**config.mk**
```make
export PLATFORM = sky130hd
export DESIGN_NAME = capacity_request_engine
export DESIGN_NICKNAME = d
export VERILOG_FILES = /design/src/capacity_request_engine.v /design/src/idle_timer.v
export VERILOG_INCLUDE_DIRS = /design/src
export SDC_FILE = /design/constraint.sdc
export NUM_CORES = 2
export LEC_CHECK = 0
export BUFFER_PORTS_ARGS = -buffer_cell sky130_fd_sc_hd__buf_2
export CAP_MARGIN = 20
export CORE_MARGIN = 2
export CORE_UTILIZATION = 30
export DETAILED_ROUTE_END_ITERATION = 8
export PLACE_DENSITY = 0.43
export SLEW_MARGIN = 20
export SYNTH_ARGS = -nofsm -noshare
export SYNTH_HDL_FRONTEND = slang
export SYNTH_SLANG_ARGS = --single-unit
```
**constraint.sdc**
```tcl
create_clock -name core_clk_i -period 42.8 [get_ports core_clk_i]
set_input_delay 8.56 -clock core_clk_i [delete_from_list [all_inputs] [get_ports core_clk_i]]
set_output_delay 8.56 -clock core_clk_i [all_outputs]
set_load 0.005 [all_outputs]
```
**src/cre_consts.vh**
```
// Purpose: Constants for the capacity request engine
// Assumes: Wishbone byte addresses, 32-bit data words
// Notes:   Register offsets, field positions, reset values
`ifndef CRE_CONSTS_VH
`define CRE_CONSTS_VH

// ------------------------------------------------------------
// Register offsets
// ------------------------------------------------------------
`define CRE_CTRL_OFS  8'h00
`define CRE_TMO_OFS   8'h04
`define CRE_CNT_OFS   8'h0c
`define CRE_CRA_BASE  4'h1
`define CRE_MAXR_BASE 4'h2
`define CRE_MAXB_BASE 4'h3
`define CRE_STAT_BASE 4'h4

// ------------------------------------------------------------
// Field positions
// ------------------------------------------------------------
`define CRE_LOGON_BIT 0
`define CRE_VSUP_LSB  4
`define CRE_RSUP_LSB  8
`define CRE_GRAN_LSB  12
`define CRE_VTMO_LSB  0
`define CRE_RTMO_LSB  8
`define CRE_VALIVE_BIT 16
`define CRE_RALIVE_BIT 17

// ------------------------------------------------------------
// Content type bits of a slot pool
// ------------------------------------------------------------
`define CT_LOGON   0
`define CT_CONTROL 1
`define CT_TRAFCTL 2
`define CT_TRAFFIC 3

// ------------------------------------------------------------
// Reset values
// ------------------------------------------------------------
`define CRE_CTRL_RST 16'h0000
`define CRE_VTMO_RST 8'h01
`define CRE_RTMO_RST 8'h01
`define CRE_LVL_RST  16'h0000

`endif

```
**src/capacity_request_engine.v**
```verilog
// Purpose: Slot pool merge, control slot fill, capacity requests
// Assumes: Classic Wishbone slave, one clock, sync active-low reset
// Notes:   Volume values are in units of 2^gran bytes
//
// Overview of operation
// Merge static and dynamic slots per content type
// Logged on: fill every dedicated control slot
// Never request what constant rate covers; incremental requests do not deduct cra_mem from arrivals
// Use unsolicited slots for queued traffic
// Controller reduces backlog by assigned volume
// Controller may expire idle volume backlog
// Per-class timer infers controller backlog expiry
// Cap requests to advertised backlog headroom
// Volume requests off until support advertised
// Absolute request replaces earlier volume requests
// Absolute when backlog expired or grown from zero
// Absolute value equals quantised current backlog
// Controller accumulates incremental requests
// Incremental value equals quantised new arrivals
// Each rate request overrides earlier ones
// Controller may expire idle rate request
// Rate capped at maximum minus constant rate
// Controller accepts rates up to supported level
// Rate requests off until support advertised
// Requests generated independently per class
// At least three concurrent request classes
// Use rate or volume as controller selects
// Timers tick per superframe, reload on request
`include "cre_consts.vh"
`default_nettype none

module capacity_request_engine #(
  parameter NCLASS = 3,
  parameter VW     = 16
) (
  input  wire                core_clk_i,
  input  wire                nrst_i,
  input  wire                wb_cyc_i,
  input  wire                wb_stb_i,
  input  wire                wb_we_i,
  input  wire [7:0]          wb_adr_i,
  input  wire [3:0]          wb_sel_i,
  input  wire [31:0]         wb_dat_i,
  output reg  [31:0]         wb_dat_o,
  output reg                 wb_ack_o,
  input  wire                sf_tick_i,
  input  wire                slot_strobe_i,
  input  wire [3:0]          static_pool_i,
  input  wire [3:0]          dynamic_pool_i,
  input  wire                logon_pending_i,
  input  wire                qos_hold_i,
  output reg  [3:0]          slot_pool_o,
  output reg                 logon_burst_o,
  output reg                 control_burst_o,
  output reg                 traffic_burst_o,
  input  wire                arrive_valid_i,
  input  wire [1:0]          arrive_class_i,
  input  wire [VW-1:0]       arrive_bytes_i,
  input  wire [NCLASS*VW-1:0] backlog_i,
  input  wire [NCLASS*VW-1:0] rate_demand_i,
  input  wire                grant_valid_i,
  input  wire [1:0]          grant_class_i,
  input  wire [VW-1:0]       grant_vol_i,
  output reg  [NCLASS-1:0]   vreq_valid_o,
  output reg  [NCLASS-1:0]   vreq_abs_o,
  output reg  [NCLASS*VW-1:0] vreq_value_o,
  output reg  [NCLASS-1:0]   rreq_valid_o,
  output reg  [NCLASS*VW-1:0] rreq_value_o
);

  // ------------------------------------------------------------
  // Helpers
  // ------------------------------------------------------------
  function [VW-1:0] sat_sub;
    input [VW-1:0] a;
    input [VW-1:0] b;
    begin
      sat_sub = (a > b) ? (a - b) : {VW{1'b0}};
    end
  endfunction

  function [VW-1:0] min_of;
    input [VW-1:0] a;
    input [VW-1:0] b;
    begin
      min_of = (a < b) ? a : b;
    end
  endfunction

  // Rounds up, so a partial unit still gets solicited
  function [VW-1:0] quant;
    input [VW-1:0] x;
    input [3:0]    sh;
    reg   [VW:0]   t;
    begin
      t = {1'b0, x} + (({{VW{1'b0}}, 1'b1} << sh) - {{VW{1'b0}}, 1'b1});
      t     = t >> sh;
      quant = t[VW-1:0];
    end
  endfunction

  // ------------------------------------------------------------
  // Registers
  // ------------------------------------------------------------
  reg  [15:0]       ctrl_reg;
  reg  [7:0]        vtmo_reg;
  reg  [7:0]        rtmo_reg;
  reg  [15:0]       ctl_cnt_reg;
  reg  [VW-1:0]     cra_mem  [0:NCLASS-1];
  reg  [VW-1:0]     maxr_mem [0:NCLASS-1];
  reg  [VW-1:0]     maxb_mem [0:NCLASS-1];
  reg  [VW-1:0]     est_mem  [0:NCLASS-1];
  reg  [VW-1:0]     acc_mem  [0:NCLASS-1];
  reg  [VW-1:0]     lastr_mem[0:NCLASS-1];
  reg  [NCLASS-1:0] zero_seen_reg;
  wire [NCLASS-1:0] valive;
  wire [NCLASS-1:0] ralive;
  reg  [NCLASS-1:0] valive_d_reg;

  wire             logged_on = ctrl_reg[`CRE_LOGON_BIT];
  wire [NCLASS-1:0] vsup     = ctrl_reg[`CRE_VSUP_LSB +: NCLASS];
  wire [NCLASS-1:0] rsup     = ctrl_reg[`CRE_RSUP_LSB +: NCLASS];
  wire [3:0]        gran     = ctrl_reg[`CRE_GRAN_LSB +: 4];

  // ------------------------------------------------------------
  // Wishbone slave
  // ------------------------------------------------------------
  wire       wb_req = wb_cyc_i && wb_stb_i && !wb_ack_o;
  wire [3:0] grp    = wb_adr_i[7:4];
  wire [1:0] idx    = wb_adr_i[3:2];
  wire       idx_ok = ({30'h0, idx} < NCLASS);
  reg  [31:0] rd_data;
  integer     r;

  always @* begin
    rd_data = 32'h0000_0000;
    if (wb_adr_i == `CRE_CTRL_OFS) begin
      rd_data = {16'h0000, ctrl_reg};
    end else if (wb_adr_i == `CRE_TMO_OFS) begin
      rd_data = {16'h0000, rtmo_reg, vtmo_reg};
    end else if (wb_adr_i == `CRE_CNT_OFS) begin
      rd_data = {16'h0000, ctl_cnt_reg};
    end else if (idx_ok) begin
      case (grp)
        `CRE_CRA_BASE:  rd_data[VW-1:0] = cra_mem[idx];
        `CRE_MAXR_BASE: rd_data[VW-1:0] = maxr_mem[idx];
        `CRE_MAXB_BASE: rd_data[VW-1:0] = maxb_mem[idx];
        `CRE_STAT_BASE: begin
          rd_data[VW-1:0]          = est_mem[idx];
          rd_data[`CRE_VALIVE_BIT] = valive[idx];
          rd_data[`CRE_RALIVE_BIT] = ralive[idx];
        end
        default:        rd_data = 32'h0000_0000;
      endcase
    end
  end

  // Lane merge for 16-bit fields
  function [15:0] lane16;
    input [15:0] old;
    input [31:0] d;
    input [3:0]  s;
    begin
      lane16 = {s[1] ? d[15:8] : old[15:8], s[0] ? d[7:0] : old[7:0]};
    end
  endfunction

  always @(posedge core_clk_i) begin
    if (!nrst_i) begin
      wb_ack_o <= 1'b0;
      wb_dat_o <= 32'h0000_0000;
      ctrl_reg <= `CRE_CTRL_RST;
      vtmo_reg <= `CRE_VTMO_RST;
      rtmo_reg <= `CRE_RTMO_RST;
      for (r = 0; r < NCLASS; r = r + 1) begin
        cra_mem[r]  <= `CRE_LVL_RST;
        maxr_mem[r] <= `CRE_LVL_RST;
        maxb_mem[r] <= `CRE_LVL_RST;
      end
    end else begin
      wb_ack_o <= wb_req;
      if (wb_req) begin
        wb_dat_o <= rd_data;
      end
      if (wb_req && wb_we_i) begin
        if (wb_adr_i == `CRE_CTRL_OFS) begin
          ctrl_reg <= lane16(ctrl_reg, wb_dat_i, wb_sel_i);
        end else if (wb_adr_i == `CRE_TMO_OFS) begin
          if (wb_sel_i[0]) vtmo_reg <= wb_dat_i[7:0];
          if (wb_sel_i[1]) rtmo_reg <= wb_dat_i[15:8];
        end else if (idx_ok && grp == `CRE_CRA_BASE) begin
          cra_mem[idx] <= lane16(cra_mem[idx], wb_dat_i, wb_sel_i);
        end else if (idx_ok && grp == `CRE_MAXR_BASE) begin
          maxr_mem[idx] <= lane16(maxr_mem[idx], wb_dat_i, wb_sel_i);
        end else if (idx_ok && grp == `CRE_MAXB_BASE) begin
          maxb_mem[idx] <= lane16(maxb_mem[idx], wb_dat_i, wb_sel_i);
        end
      end
    end
  end

  // ------------------------------------------------------------
  // Slot pool and burst use
  // ------------------------------------------------------------
  wire [3:0] pool = static_pool_i | dynamic_pool_i;
  wire       any_backlog = |backlog_i;

  always @(posedge core_clk_i) begin
    if (!nrst_i) begin
      slot_pool_o     <= 4'h0;
      logon_burst_o   <= 1'b0;
      control_burst_o <= 1'b0;
      traffic_burst_o <= 1'b0;
      ctl_cnt_reg     <= 16'h0000;
    end else begin
      slot_pool_o     <= slot_strobe_i ? pool : 4'h0;
      logon_burst_o   <= slot_strobe_i && pool[`CT_LOGON] && !logged_on && logon_pending_i;
      control_burst_o <= slot_strobe_i && pool[`CT_CONTROL] && logged_on;
      // Hold input lets QoS shaping leave a slot unused
      traffic_burst_o <= slot_strobe_i && logged_on && any_backlog && !qos_hold_i &&
                         (pool[`CT_TRAFFIC] || pool[`CT_TRAFCTL]);
      if (slot_strobe_i && pool[`CT_CONTROL] && logged_on) begin
        ctl_cnt_reg <= ctl_cnt_reg + 16'h0001;
      end
    end
  end

  // ------------------------------------------------------------
  // Per-class request decisions
  // ------------------------------------------------------------
  reg [NCLASS-1:0] vsend;
  reg [NCLASS-1:0] vabs;
  reg [NCLASS-1:0] rsend;
  reg [VW-1:0]     vval [0:NCLASS-1];
  reg [VW-1:0]     rval [0:NCLASS-1];
  reg [VW-1:0]     need;
  reg [VW-1:0]     absv;
  reg [VW-1:0]     incv;
  integer          c;

  always @* begin
    need = {VW{1'b0}};
    absv = {VW{1'b0}};
    incv = {VW{1'b0}};
    for (c = 0; c < NCLASS; c = c + 1) begin
      need    = sat_sub(backlog_i[c*VW +: VW], cra_mem[c]);
      absv    = min_of(quant(need, gran), maxb_mem[c]);
      incv    = min_of(quant(acc_mem[c], gran), sat_sub(maxb_mem[c], est_mem[c]));
      vabs[c] = !valive[c] || (zero_seen_reg[c] && backlog_i[c*VW +: VW] != {VW{1'b0}});
      vval[c] = vabs[c] ? absv : incv;
      vsend[c] = sf_tick_i && vsup[c] && vval[c] != {VW{1'b0}};
      rval[c] = min_of(rate_demand_i[c*VW +: VW], sat_sub(maxr_mem[c], cra_mem[c]));
      rsend[c] = sf_tick_i && rsup[c] && (rval[c] != lastr_mem[c] ||
                 (!ralive[c] && rval[c] != {VW{1'b0}}));
    end
  end

  genvar g;
  generate
    for (g = 0; g < NCLASS; g = g + 1) begin : g_tmr
      idle_timer #(.TW(8)) u_vtmr (
        .core_clk_i (core_clk_i),
        .nrst_i     (nrst_i),
        .tick_i     (sf_tick_i),
        .reload_i   (vsend[g]),
        .timeout_i  (vtmo_reg),
        .alive_o    (valive[g])
      );
      idle_timer #(.TW(8)) u_rtmr (
        .core_clk_i (core_clk_i),
        .nrst_i     (nrst_i),
        .tick_i     (sf_tick_i),
        .reload_i   (rsend[g]),
        .timeout_i  (rtmo_reg),
        .alive_o    (ralive[g])
      );
    end
  endgenerate

  // ------------------------------------------------------------
  // Per-class state and request outputs
  // ------------------------------------------------------------
  integer k;

  always @(posedge core_clk_i) begin
    if (!nrst_i) begin
      vreq_valid_o  <= {NCLASS{1'b0}};
      vreq_abs_o    <= {NCLASS{1'b0}};
      vreq_value_o  <= {NCLASS*VW{1'b0}};
      rreq_valid_o  <= {NCLASS{1'b0}};
      rreq_value_o  <= {NCLASS*VW{1'b0}};
      zero_seen_reg <= {NCLASS{1'b1}};
      valive_d_reg  <= {NCLASS{1'b0}};
      for (k = 0; k < NCLASS; k = k + 1) begin
        est_mem[k]   <= {VW{1'b0}};
        acc_mem[k]   <= {VW{1'b0}};
        lastr_mem[k] <= {VW{1'b0}};
      end
    end else begin
      vreq_valid_o <= vsend;
      vreq_abs_o   <= vsend & vabs;
      rreq_valid_o <= rsend;
      valive_d_reg <= valive;
      for (k = 0; k < NCLASS; k = k + 1) begin
        if (vsend[k]) begin
          vreq_value_o[k*VW +: VW] <= vval[k];
          // Mirror of controller backlog: absolute replaces, incremental adds
          est_mem[k] <= vabs[k] ? vval[k] : est_mem[k] + vval[k];
        end else if (!valive[k] && valive_d_reg[k]) begin
          est_mem[k] <= {VW{1'b0}};
        end else if (grant_valid_i && {30'h0, grant_class_i} == k) begin
          est_mem[k] <= sat_sub(est_mem[k], grant_vol_i);
        end
        // Arrival in the request cycle is kept for the next request
        if (arrive_valid_i && {30'h0, arrive_class_i} == k) begin
          acc_mem[k] <= (vsend[k] ? {VW{1'b0}} : acc_mem[k]) + arrive_bytes_i;
        end else if (vsend[k]) begin
          acc_mem[k] <= {VW{1'b0}};
        end
        if (backlog_i[k*VW +: VW] == {VW{1'b0}}) begin
          zero_seen_reg[k] <= 1'b1;
        end else if (vsend[k]) begin
          zero_seen_reg[k] <= 1'b0;
        end
        if (rsend[k]) begin
          rreq_value_o[k*VW +: VW] <= rval[k];
          lastr_mem[k] <= rval[k];
        end
      end
    end
  end

endmodule // capacity_request_engine

`default_nettype wire

```
**src/idle_timer.v**
```verilog
// Purpose: Superframe idle timer for one request class
// Assumes: tick_i is a one-cycle superframe pulse
// Notes:   Alive while count is non-zero
`default_nettype none

module idle_timer #(
  parameter TW = 8
) (
  input  wire          core_clk_i,
  input  wire          nrst_i,
  input  wire          tick_i,
  input  wire          reload_i,
  input  wire [TW-1:0] timeout_i,
  output wire          alive_o
);

  reg [TW-1:0] count_reg;

  always @(posedge core_clk_i) begin
    if (!nrst_i) begin
      count_reg <= {TW{1'b0}};
    end else if (reload_i) begin
      count_reg <= timeout_i;
    end else if (tick_i && count_reg != {TW{1'b0}}) begin
      count_reg <= count_reg - {{(TW-1){1'b0}}, 1'b1};
    end
  end

  assign alive_o = (count_reg != {TW{1'b0}});

endmodule // idle_timer

`default_nettype wire

```
# Word level (Yosys, flattened, before mapping)
# Memory sizes are Yosys's and may differ from the RTL's.
# Cells that the tools add are included.
[word_totals]
reg_bits = 247
mem_bits_rw = 288
inputBits = 195
output_inout_bits = 145
elab_cells = 406
mem_count = 6
[memory_table]
columns = ["memory", "depth", "word_bits", "rd", "rd_ports_with_merged_regs", "wr", "line", "source"]
rows = [
  ["acc_mem", 3, 16, 3, 0, 3, "capacity_request_engine.v:113", "reg [VW-1:0] acc_mem [0:NCLASS-1];"],
  ["cra_mem", 3, 16, 4, 0, 3, "capacity_request_engine.v:109", "reg [VW-1:0] cra_mem [0:NCLASS-1];"],
  ["est_mem", 3, 16, 4, 0, 3, "capacity_request_engine.v:112", "reg [VW-1:0] est_mem [0:NCLASS-1];"],
  ["lastr_mem", 3, 16, 3, 0, 3, "capacity_request_engine.v:114", "reg [VW-1:0] lastr_mem[0:NCLASS-1];"],
  ["maxb_mem", 3, 16, 4, 0, 3, "capacity_request_engine.v:111", "reg [VW-1:0] maxb_mem [0:NCLASS-1];"],
  ["maxr_mem", 3, 16, 4, 0, 3, "capacity_request_engine.v:110", "reg [VW-1:0] maxr_mem [0:NCLASS-1];"],
]
[classes]
n_addsub = 32
n_lt_le_gt_ge = 23
eq_ne = 13
shift = 7
n_mux = 170
bitwise = 22
reduce_logical = 103
[op_table]
columns = ["op", "n"]
rows = [
  ["16-bit two-way mux", 51],
  ["16-bit greater-than comparator", 12],
  ["16-bit subtractor", 12],
  ["16-bit < comparator", 9],
  ["8-bit two-way mux", 18],
  ["16-bit nonzero test", 9],
  ["16-bit by 17-bit adder with 17-bit output", 6],
  ["17-bit by 4-bit >> shifter with 16-bit output", 6],
  ["16-bit adder", 6],
  ["1-bit two-way mux", 90],
  ["18-bit two-way mux", 4],
  ["16-bit case mux with 4 select lines", 1],
  ["1-bit logical AND", 48],
  ["16-bit logical NOT", 3],
  ["16-bit != test", 3],
  ["8-bit nonzero test", 6],
  ["16-bit OR reduction", 3],
  ["48-bit OR reduction", 1],
  ["8-bit by 1-bit subtractor with 8-bit output, second input constant", 6],
  ["1-bit bitwise OR", 18],
  ["1-bit by 4-bit left shift with 17-bit output, first input constant", 1],
  ["17-bit by 1-bit subtractor with 17-bit output, second input constant", 1],
  ["16-bit by 1-bit adder with 16-bit output, second input constant", 1],
  ["2-bit nonzero test", 6],
  ["22 further kinds", 49],
]

# Logic depth before layout (Yosys ltp)
# An unclocked memory read counts as a cell.
[logic_depth]
word_depth = 16
depth_mapped = 66
ltp_nobuf = 61

# Modules after synthesis
# Synthesis repeated with hierarchy kept, for this count alone.
[hier_totals]
cells_unflattened = 6971
area_unflattened_um2 = 56917.1
[by_module_without_submodules]
columns = ["mod", "instances", "cells_each", "area_each_um2", "seq_area_each_um2"]
rows = [
  ["capacity_request_engine", 1, 6575, 53613.9, 13633.1],
  ["idle_timer", 6, 66, 550.5, 160.2],
]

# Least setup slack after synthesis
# No wires, ideal clock.
[synth_timing]
path_kind = "input port to flip-flop"
from = "in backlog_i[16]"
to = "mem acc_mem[1][15], data pin"
setup_time_ns = 0.167
t_arrival_ns = 19.812
required_ns = 42.633
setup_slack_ns = 22.820
cell_stages = 62
n_path_buf = 4
cell_sequence = "inv_1 ha_1 inv_1 fa_1 nand2_1 nand2_1 a21o_1 nand2_1 nand2_1 a21oi_1 o21ai_0 a21oi_1 o21ai_0 nor2b_1 a211o_1 o41ai_1 clkbuf_1 nor2_1 [... 26 more ...] nand2_1 inv_1 ha_1 a21o_1 a21oi_1 o21ai_0 a21oi_1 o21ai_0 a21oi_1 o21ai_0 a21oi_1 o21ai_0 a21oi_1 nor2b_1 o21ai_0 mux2i_1 nand4_1 a211oi_1"
[synth_rtl]
columns = ["element", "line", "source"]
rows = [
  ["start: declaration", "capacity_request_engine.v:59", "input wire [NCLASS*VW-1:0] backlog_i,"],
  ["end: declaration", "capacity_request_engine.v:113", ""],
]

==> results.sh <==
export IMPL_outcome="finished, final reports clean"
export IMPL_finalSetupViolCount=0
export IMPL_io_buffer_count=307
export IMPL_relSlewSlack_pct=8.234
export IMPL_grt_max_degree=70
export IMPL_drive_gt1_share_pct=10.52
export IMPL_crit_path_max_fanout=28
export IMPL_async_flop_share_pct=0
export IMPL_end_kind="register"
export IMPL_cts_buffers=75
export IMPL_start_util_pct=30.21
export IMPL_viasPerCell=5.652
export IMPL_stdcell_area_um2=63650
export IMPL_largestRegisters="cra_mem x64, maxb_mem x64, maxr_mem x64"
export IMPL_final_common_cell="nor2_1"
export IMPL_ys_flop_type="edfxtp_1"
export IMPL_synth_edf_count=320
export IMPL_cts_setup_buffers=0
export IMPL_first_pass_iters=6
export IMPL_slew_viol_final=0
export IMPL_rows=159
export IMPL_rsz0062_at_grt="false"
export IMPL_layout_nets=7941
export IMPL_clk_latency_ps=760
export IMPL_first_iter_violations=4814
export IMPL_gr_max_usage_layer="met2"
export IMPL_gp_congestion=0.9838
export IMPL_hold_viol=0
export IMPL_critPathKind="in -> reg"
export IMPL_nFillCells=19906
export IMPL_ctsHoldBuffers=0
export IMPL_clkTransAtPathRegs_ps=90
export IMPL_final_cell_mix="nor2_1, nand2_1, ha_1"
export IMPL_grt_first_pass_wirelength_mm=373.4
export IMPL_cp_slowest_cell="o211ai_1"
export IMPL_min_period_ps=22810
export IMPL_area_delta_synth_final_pct=12.08
export IMPL_drtAntennaViolNets=0
export IMPL_hold_class="reg -> reg"
export IMPL_vias=55162
export IMPL_instances_no_fill=9759
export IMPL_antenna_found_initial=11
export IMPL_tightest_slew_ps=1362
export IMPL_fmax_mhz=43.84
export IMPL_die_area_um2=192800
export IMPL_cts_resized=0
export IMPL_wire_per_inst_um=26.71
export IMPL_irDropWorstVdd_uv=31.35
export IMPL_worst_hold_slack_ps=453.7
export IMPL_ys_ff_latch=569
export IMPL_cts_buffer_depth=3
export IMPL_htreeDepth=3
export IMPL_post_dp_hpwl_mm=206.6
export IMPL_leakagePower_nw=26.62
export IMPL_cp_start_kind="primary input"
export IMPL_drc_errors=0
export IMPL_clock_sinks=569
export IMPL_ys_seq_area_share_pct=25.70
export IMPL_crit_arrival_ps=23310
export IMPL_drv_cap=0
export IMPL_grt_usage_pct=26.30
export IMPL_cts_tree="done"
export IMPL_ys_warn_count=0
export IMPL_cts_root_buffer="clkbuf_16"
export IMPL_fin_skew_ps=54.35
export IMPL_place_area_um2=61130
export IMPL_globalRouteMet1Util_pct=33.66
export IMPL_core_area_um2=188000
export IMPL_synth_area_um2=56790
export IMPL_fin_setup_tns_ps=0
export IMPL_die_h_um=439.1
export IMPL_power_density_nw_per_um2=40.15
export IMPL_cpPeakStageDelay_ps=770
export IMPL_syn_inst=6997
export IMPL_fin_crit_sh_pct=53.29
export IMPL_crit_path_frequent_cell="a21oi_1"
export IMPL_required_ps=43300
export IMPL_grt_overflow=0
export IMPL_met2_usage_pct=43.59
export IMPL_grt_pass1_vias=53304
export IMPL_die_x_um=439.1
export IMPL_wl_mm=260.7
export IMPL_grt_util_met3_pct=3.634
export IMPL_syn_area_per_cell_um2=8.116
export IMPL_ys_types=123
export IMPL_dpl_cell_count=9615
export IMPL_pin_count=340
-- worst max-delay path, delay by kind of cell --
| kind | cells | cell delay [ps] |
|---|---|---|
| buf+inv | 4 | 310 |
| xor+xnor | 3 | 350 |
| fa+ha+maj | 6 | 1900 |
| compound gates | 36 | 9630 |
| simple gates | 11 | 2480 |
-- final cells by class --
cell class,count,area (um^2),area share [%]
flip-flops and latches,569,14610,22.95
well taps,2495,3122,4.905
diodes,4,10.01,0.01573
clock inverters,37,417.9,0.6566
multi-input cells,5656,39250,61.67
repair buffers,417,2365,3.715
clock buffers,102,2073,3.257
inverters,479,1805,2.837
-- logic make-up after synthesis --
| kind of cell | Yosys count | synth area share [%] |
|---|---|---|
| compound gates | 2011 | 24.11 |
| xor+xnor | 340 | 5.244 |
| fa+ha+maj | 548 | 12.39 |
| buf+inv | 839 | 5.900 |
| flops | 569 | 25.70 |
| mux | 303 | 6.781 |
| other cells | 1 | 0.006603 |
| simple gates | 2386 | 19.87 |
-- report_power, final --
group | total (W) | internal (W) | switching (W)
Clock | 0.000661 | 0.000375 | 0.000286
Sequential | 0.000714 | 0.000639 | 0.0000746
Combinational | 0.00118 | 0.000445 | 0.000736
Total | 0.00256 | 0.00146 | 0.00110
-- per-layer routing --
layer / vias up / part of all wire (%) / wire [um]
li1: 26108 / - / -
met1: 26762 / 43 / 111300
met2: 1835 / 46 / 120800
met3: 449 / 5.6 / 14620
met4: 8 / 5.3 / 13920
met5: - / 0.023 / 60
-- worst paths after layout --
| kind | start | endpoint | slack, ps | cells past startpoint |
|---|---|---|---|---|
| worst max-delay path | backlog_i[0] | acc_mem[0][15] | 19990 | 60 |
| worst min-delay path | vreq_value_o[27] | vreq_value_o[27] | 450 | 2 |
| worst max register to register | cra_mem[0][0] | acc_mem[0][15] | 27380 | 58 |
| worst min register to register | vreq_value_o[27] | vreq_value_o[27] | 450 | 2 |
-- cell usage after synthesis, types with 172 or more instances --
| master | number | area (um^2) |
|---|---|---|
| nor2_1 | 794 | 2980 |
| nand2_1 | 617 | 2316 |
| ha_1 | 524 | 6556 |
| a21oi_1 | 506 | 2532 |
| inv_1 | 474 | 1779 |
| o21ai_0 | 329 | 1647 |
| edfxtp_1 | 320 | 9609 |
| dfxtp_1 | 249 | 4985 |
| clkbuf_1 | 231 | 867.1 |
| xnor2_1 | 215 | 1883 |
| mux2i_1 | 210 | 2102 |
| nor3_1 | 172 | 860.8 |
-- through the flow --
stage | total power, W | setup slack [ps] | utilization, %
floorplan | 0.001505 | 22820 | -
global placement | 0.001882 | 19620 | 32.51
detailed placement | 0.001885 | 19630 | 32.52
CTS | 0.002558 | 20350 | 33.84
global route | 0.002710 | 19120 | 33.85
finish | 0.002555 | 19990 | 33.86
(Power assumes the default switching activity.)
